--- src/pwg_cfg.svh ---
`ifndef PWG_CFG_SVH
`define PWG_CFG_SVH

// ----------------------------------------
// register map (word index on the plain port)
// ----------------------------------------
`define PWG_ADDR_PERIOD 3'h0
`define PWG_ADDR_TBCTL 3'h1
`define PWG_ADDR_DUTY 3'h2
`define PWG_ADDR_MODCTL 3'h3
`define PWG_ADDR_COUNT 3'h4
`define PWG_ADDR_ACTIVE 3'h5
`define PWG_ADDR_PINSEL 3'h6

// ----------------------------------------
// fields and reset values
// ----------------------------------------
`define PWG_TB_PS_LSB 0
`define PWG_TB_ON_BIT 2
`define PWG_TB_POST_LSB 3
`define PWG_TB_MASK 8'h7f
`define PWG_MC_DLO_LSB 4
`define PWG_MC_MODE_LSB 0
`define PWG_MC_MASK 8'h3f
`define PWG_MODE_PWM 4'hc
`define PWG_PERIOD_RST 8'hff
`define PWG_ZERO8 8'h00
`define PWG_PH_LAST 2'h3
`define PWG_PRE4_LAST 2'h3
`define PWG_PRE16_LAST 4'hf

`endif

--- src/pwg_pkg.sv ---
`default_nettype none
package pwg_pkg;
   typedef logic [1:0] pwg_ps_t;
   typedef struct packed {
      logic [7:0] cnt;
      logic [1:0] ph;
      logic [3:0] pre;
      logic [7:0] adl;
      logic [1:0] alo;
      logic out;
   } pwg_tb_s;
   typedef struct packed {
      logic [7:0] period;
      logic [6:0] tbctl;
      logic [5:0] modctl;
      logic [7:0] dbuf;
      logic pinsel;
      logic [7:0] rdata;
      logic pin_a;
      logic pin_b;
      logic own_a;
      logic own_b;
   } pwg_top_s;
endpackage
`default_nettype wire

--- src/pwg_timebase.sv ---
`timescale 1ns/100ps
`default_nettype none
`include "pwg_cfg.svh"

module pwg_timebase (
   input wire logic clock,
   input wire logic reset_n,
   input wire logic run,
   input wire logic active,
   input wire logic [1:0] ps_sel,
   input wire logic [7:0] period,
   input wire logic [7:0] duty_hi,
   input wire logic [1:0] duty_lo,
   output logic [7:0] count,
   output logic [7:0] active_duty,
   output logic wave
);
   pwg_pkg::pwg_tb_s s_q, s_d;
   logic inc;
   logic [1:0] ext;
   logic [9:0] tb10;

   always_comb begin
      s_d = s_q;
      inc = 1'b0;
      ext = s_q.ph;
      if (run) begin
         // fosc phase counter; instruction cycle every four clocks
         s_d.ph = s_q.ph + 2'h1;
         if (s_q.ph == `PWG_PH_LAST) begin
            s_d.pre = s_q.pre + 4'h1;
            case (ps_sel)
               2'h0: inc = 1'b1;
               2'h1: inc = (s_q.pre[1:0] == `PWG_PRE4_LAST);
               default: inc = (s_q.pre == `PWG_PRE16_LAST);
            endcase
         end
      end
      tb10 = 10'h000;
      if (inc) begin
         if (s_q.cnt == period) begin
            // period match: clear, reload duty, set pin unless new duty is zero
            s_d.cnt = `PWG_ZERO8;
            s_d.adl = duty_hi;
            s_d.alo = duty_lo;
            s_d.out = ({duty_hi, duty_lo} != 10'h000);
         end else begin
            s_d.cnt = s_q.cnt + 8'h1;
         end
      end
      // low timebase bits: fosc phase at 1:1, else prescaler bits
      // next base value compared, so the registered pin falls as the base reaches duty
      case (ps_sel)
         2'h0: ext = s_d.ph;
         2'h1: ext = s_d.pre[1:0];
         default: ext = s_d.pre[3:2];
      endcase
      tb10 = {s_d.cnt, ext};
      // clear on duty match; never reached if duty beyond period
      if (run && !(inc && s_q.cnt == period) && tb10 == {s_q.adl, s_q.alo}) begin
         s_d.out = 1'b0;
      end
      if (!active) begin
         s_d.out = 1'b0;
      end
   end

   always_ff @(posedge clock) begin
      if (!reset_n) begin
         s_q <= '0;
      end else begin
         s_q <= s_d;
      end
   end

   assign count = s_q.cnt;
   assign active_duty = s_q.adl;
   assign wave = s_q.out;
endmodule
`default_nettype wire

--- src/pwg_top.sv ---
`timescale 1ns/100ps
`default_nettype none
`include "pwg_cfg.svh"

// How it works
// - output pin carries 10-bit resolution pwm
// - second unit output selectable between two pins
// - zero control register releases pin ownership
// - period is (period+1) times 4 times prescale
// - counter clears on increment after period match
// - pin set on match unless duty zero
// - duty buffer copied to active latch on match
// - postscaler never affects pwm frequency
// - duty: eight high bits plus two low
// - active duty latch read-only, double buffered
// - low timebase bits from phase or prescaler
// - timebase equal duty clears the pin
module pwg_top (
   input wire logic clock,
   input wire logic reset_n,
   input wire logic [2:0] addr,
   input wire logic [7:0] wdata,
   input wire logic wr,
   input wire logic rd,
   output logic [7:0] rdata,
   output logic pwm_output_pin_a,
   output logic pwm_output_pin_b,
   output logic pin_own_a,
   output logic pin_own_b
);
   pwg_pkg::pwg_top_s s_q, s_d;
   logic [7:0] count;
   logic [7:0] active_duty;
   logic wave;
   logic pwm_mode;

   // ----------------------------------------
   // timebase and comparator
   // ----------------------------------------
   assign pwm_mode = (s_q.modctl[3:0] == `PWG_MODE_PWM);

   pwg_timebase u_tb (
      .clock(clock),
      .reset_n(reset_n),
      .run(s_q.tbctl[`PWG_TB_ON_BIT]),
      .active(pwm_mode),
      .ps_sel(s_q.tbctl[`PWG_TB_PS_LSB +: 2]),
      .period(s_q.period),
      .duty_hi(s_q.dbuf),
      .duty_lo(s_q.modctl[`PWG_MC_DLO_LSB +: 2]),
      .count(count),
      .active_duty(active_duty),
      .wave(wave)
   );

   // ----------------------------------------
   // register port and pin steering
   // ----------------------------------------
   always_comb begin
      s_d = s_q;
      s_d.rdata = `PWG_ZERO8;
      if (wr) begin
         case (addr)
            `PWG_ADDR_PERIOD: s_d.period = wdata;
            // postscale bits stored only, unused by the pwm path
            `PWG_ADDR_TBCTL: s_d.tbctl = wdata[6:0];
            `PWG_ADDR_DUTY: s_d.dbuf = wdata;
            `PWG_ADDR_MODCTL: s_d.modctl = wdata[5:0];
            `PWG_ADDR_PINSEL: s_d.pinsel = wdata[0];
            default: s_d.period = s_q.period;
         endcase
      end
      if (rd) begin
         case (addr)
            `PWG_ADDR_PERIOD: s_d.rdata = s_q.period;
            `PWG_ADDR_TBCTL: s_d.rdata = {1'b0, s_q.tbctl};
            `PWG_ADDR_DUTY: s_d.rdata = s_q.dbuf;
            `PWG_ADDR_MODCTL: s_d.rdata = {2'h0, s_q.modctl};
            `PWG_ADDR_COUNT: s_d.rdata = count;
            // writes to the active latch have no decode: read-only
            `PWG_ADDR_ACTIVE: s_d.rdata = active_duty;
            `PWG_ADDR_PINSEL: s_d.rdata = {7'h00, s_q.pinsel};
            default: s_d.rdata = `PWG_ZERO8;
         endcase
      end
      // zero control register hands the pin back to the port
      // pin direction still belongs to the port logic outside
      s_d.own_a = pwm_mode && !s_q.pinsel;
      s_d.own_b = pwm_mode && s_q.pinsel;
      s_d.pin_a = wave && !s_q.pinsel;
      s_d.pin_b = wave && s_q.pinsel;
   end

   always_ff @(posedge clock) begin
      if (!reset_n) begin
         s_q <= '0;
         s_q.period <= `PWG_PERIOD_RST;
      end else begin
         s_q <= s_d;
      end
   end

   assign rdata = s_q.rdata;
   assign pwm_output_pin_a = s_q.pin_a;
   assign pwm_output_pin_b = s_q.pin_b;
   assign pin_own_a = s_q.own_a;
   assign pin_own_b = s_q.own_b;
endmodule
`default_nettype wire

--- config.mk ---
export PLATFORM = sky130hd
export DESIGN_NAME = pwg_top
export DESIGN_NICKNAME = d
export VERILOG_FILES = /design/src/pwg_pkg.sv /design/src/pwg_timebase.sv /design/src/pwg_top.sv
export VERILOG_INCLUDE_DIRS = /design/src
export SDC_FILE = /design/constraint.sdc
export NUM_CORES = 1
export LEC_CHECK = 0
export BUFFER_PORTS_ARGS = -buffer_cell sky130_fd_sc_hd__buf_2
export CAP_MARGIN = 30
export CORE_UTILIZATION = 58
export CTS_CLUSTER_DIAMETER = 40
export DETAILED_ROUTE_END_ITERATION = 6
export GPL_ROUTABILITY_DRIVEN = 0
export HOLD_SLACK_MARGIN = 0.05
export PLACE_DENSITY = 0.77
export SETUP_SLACK_MARGIN = 0.2
export SYNTH_ARGS = -nofsm -noshare
export SYNTH_HDL_FRONTEND = slang
export SYNTH_SLANG_ARGS = --single-unit
export TNS_END_PERCENT = 10
--- constraint.sdc ---
create_clock -name clock -period 4.6 [get_ports clock]
set_input_delay 0 -clock clock [delete_from_list [all_inputs] [get_ports clock]]
set_output_delay 0 -clock clock [all_outputs]
set_load 0.01 [all_outputs]
==> summary.md <==
| Metric | Value |
|---|---|
| Post-detailed-route count of antenna-violating nets | 0 |
| Fillers | 453 |
| Port Buf Inserts | 26 |
| Root Driver | clkbuf_8 |
| Unique masters post-synth | 51 |
| Final worst-path setup slack | 1.85 ns |
| Number of CTS-inserted buffers | 9 |
| Normalized max-slew margin | 29.8% |
| RSZ-0062 raised after global routing | no |
| Full die area | 6150 µm² |
| Final instance area | 3790 µm² |
| Net Count, Synth | 400 |
| Synth area leader | dfxtp_1 |
| Startpoint types | flop |
| Worst hold path class | input port to flop |
| Clock sinks | 67 |
| Initial antenna violation count | 0 |
| Cts repair resizes | 0 |
| DP Cell Count | 452 |
| Vias in the first global route | 2660 |
| Req. time, crit path | 4.83 ns |
| Fin cells | 478 |
| Initial core utilization | 60.7% |
| Setup TNS | 0 ns |
| Die Wd | 78.4 µm |
| DP Wirelength | 5840 µm |
| Ports | 27 |
| Ys Warns | 0 |
| DR pass1 iterations | 6 |
| Final hold violation count | 0 |
| Setup bufs post-CTS | 0 |
| Register area share after synthesis | 39.6% |
| Clk slew on worst S/H paths | 0.08 ns |
| Share of layout cells above drive strength 1 | 14.8% |
| Worst Path Max Fanout | 16 |
| Count leader, synth | dfxtp_1 |
| Largest cells by area after synthesis | dfxtp_1 (40%), mux2i_1 (10%), nand2_1 (5.9%), nor2b_1 (5.4%), nand3_1 (4.0%) |
| Post-synth ARST share | 0% |
| Register bit total from synthesis | 67 |
| Row cnt | 27 |
| Final WL | 8400 µm |
| GR Util met3 | 5.12% |
| Most Crowded Layer GR | met2 |
| Clk_lat worst skew | 0.35 ns |
| Global-route wire length before repair | 13300 µm |
| GR Util met2 | 46.5% |
| Initial DRC count | 307 |
| Synth top area share | 39.6% |
| GRT overflow | 0 |
| Worst-case clock buffer depth | 2 |
| Maxcap violations | 0 |
| Hold-fix buffers, CTS | 10 |
| Vias per Instance | 6.03 |
| Core ar. | 5570 µm² |
| Mean Syn Cell Area | 8.86 µm² |
| Met1 Track Usage GR | 39.3% |
| Critical path class | flop to flop |
| Antenna diodes | 0 |
| Most used DFF post-synth | dfxtp_1 |
| Mapped cell area | 3390 µm² |
| Synth top cells by count | dfxtp_1 (67), nand2_1 (53), mux2i_1 (34) |
| Final Skew | 0.00825 ns |
| Cells after synthesis | 382 |
| Fin util | 68.0% |
| Worst setup EP type | flop |
| Final min period | 2.75 ns |
| Number of flops mapped to enable cells by yosys | 0 |
| Leakage power figure | 1.56 nW |
| Largest net degree at the start of global routing | 39 |
| CTS tree | done |
| Worst slew pin tran | 1.04 ns |
| Die Ht | 78.4 µm |
| Peak supply drop | 236 µV |
| Run status | finished clean |
| Via Count | 2882 |
| Fin crit share | 59.9% |
| Max Fclk | 363 MHz |
| Final setup violation count | 0 |
| H-tree depth | 3 |
| Crit path DAT | 2.99 ns |
| Synthesis-to-layout area growth | 11.9% |
| Gr usage total | 29.1% |
| Nets | 419 |
| Pre-CTS WS | 1.91 ns |
| Pwr Density | 326 nW/µm² |
| Routed WL per cell | 17.6 µm |
| DRC Markers | 0 |
| Area post-placement | 3460 µm² |
| Final max-slew violation count | 0 |
routing by layer:
layer / up-vias / wire, µm
li1: 1361 / -
met1: 1384 / 3710
met2: 122 / 3950
met3: 15 / 602
met4: 0 / 133
met5: - / 0
critical path: stages (launching register included):
cell	delay, ns
dfxtp_1	0.37
ha_1	0.21
nand3_1	0.15
a211oi_2	0.49
nand2_1	0.59
a211o_1	0.43
a311oi_1	0.28
a31oi_1	0.11
cell families after synthesis:
family / share of synthesized area [%]
AND/OR/NAND/NOR: 23.9
buffers and inverters: 5.06
flip-flops: 39.6
adder cells (fa/ha/maj): 1.11
multiplexers: 14.0
AO/OA/AOI/OAI: 10.6
XOR/XNOR: 5.62
where the power goes:
group | switching, mW | leakage (nW) | internal [mW]
registers | 0.00894 | 0.542 | 0.588
clock network | 0.248 | 0.111 | 0.310
logic | 0.0462 | 0.904 | 0.0367
final timing paths:
| kind | cells past startpoint | slack (ns) | from | end |
|---|---|---|---|---|
| setup / recovery | 7 | 1.85 | u_tb.s_q[11] | u_tb.wave |
| hold / removal | 4 | 0.06 | wr | s_q[12] |
| setup reg to reg | 7 | 1.85 | u_tb.s_q[11] | u_tb.wave |
| hold reg to reg | 2 | 0.49 | u_tb.wave | pwm_output_pin_a |
sequential cells by signal, summed over array words and instances (netlist names):
register          count
u_tb.wave             1
pwm_output_pin_b      1
rdata                 8
u_tb.count            8
u_tb.s_q              8
pwm_output_pin_a      1
s_q                  30
pin_own_b             1
pin_own_a             1
u_tb.active_duty      8
final cells by class:
cell class,count,area (µm²),share of cell area (%)
clock buffers,9,124,3.27
clock inverters,7,101,2.67
inverters,6,22.5,0.594
multi-input cells,280,1870,49.4
flip-flops and latches,67,1340,35.4
well taps,72,90.1,2.38
repair buffers,37,238,6.27
layout by cell type (no fill, tap or decap), types with 2 or more instances in the layout:
cell type	instances
buf_2	26
nand3_1	27
dlygate4sd3_1	10
nor2b_1	29
xor2_1	5
inv_1	6
a31o_2	2
nor4_1	2
mux2_2	4
a311oi_1	2
o21ai_0	8
a31oi_1	3
a21oi_1	9
mux2i_1	34
nand2_1	53
ha_1	3
clkinv_4	2
a211o_1	2
nand4_1	4
or3_1	3
nor3_1	6
xnor2_1	14
and2_1	4
dfxtp_1	67
bufinv_16	2
nor2_1	25
a22oi_1	2
or2_2	2
clkbuf_8	9
and3_1	3
mux4_2	4
a21boi_0	10
stage by stage:
stage	total power, mW	hold slack (ns)
5_1_grt	1.28	0.107
2_1_floorplan	0.661	0.124
6_report	1.24	0.0646
3_5_place_dp	0.684	0.252
3_3_place_gp	0.683	0.233
4_1_cts	1.24	0.0707
No activity file was read; power rests on OpenSTA's default activity.
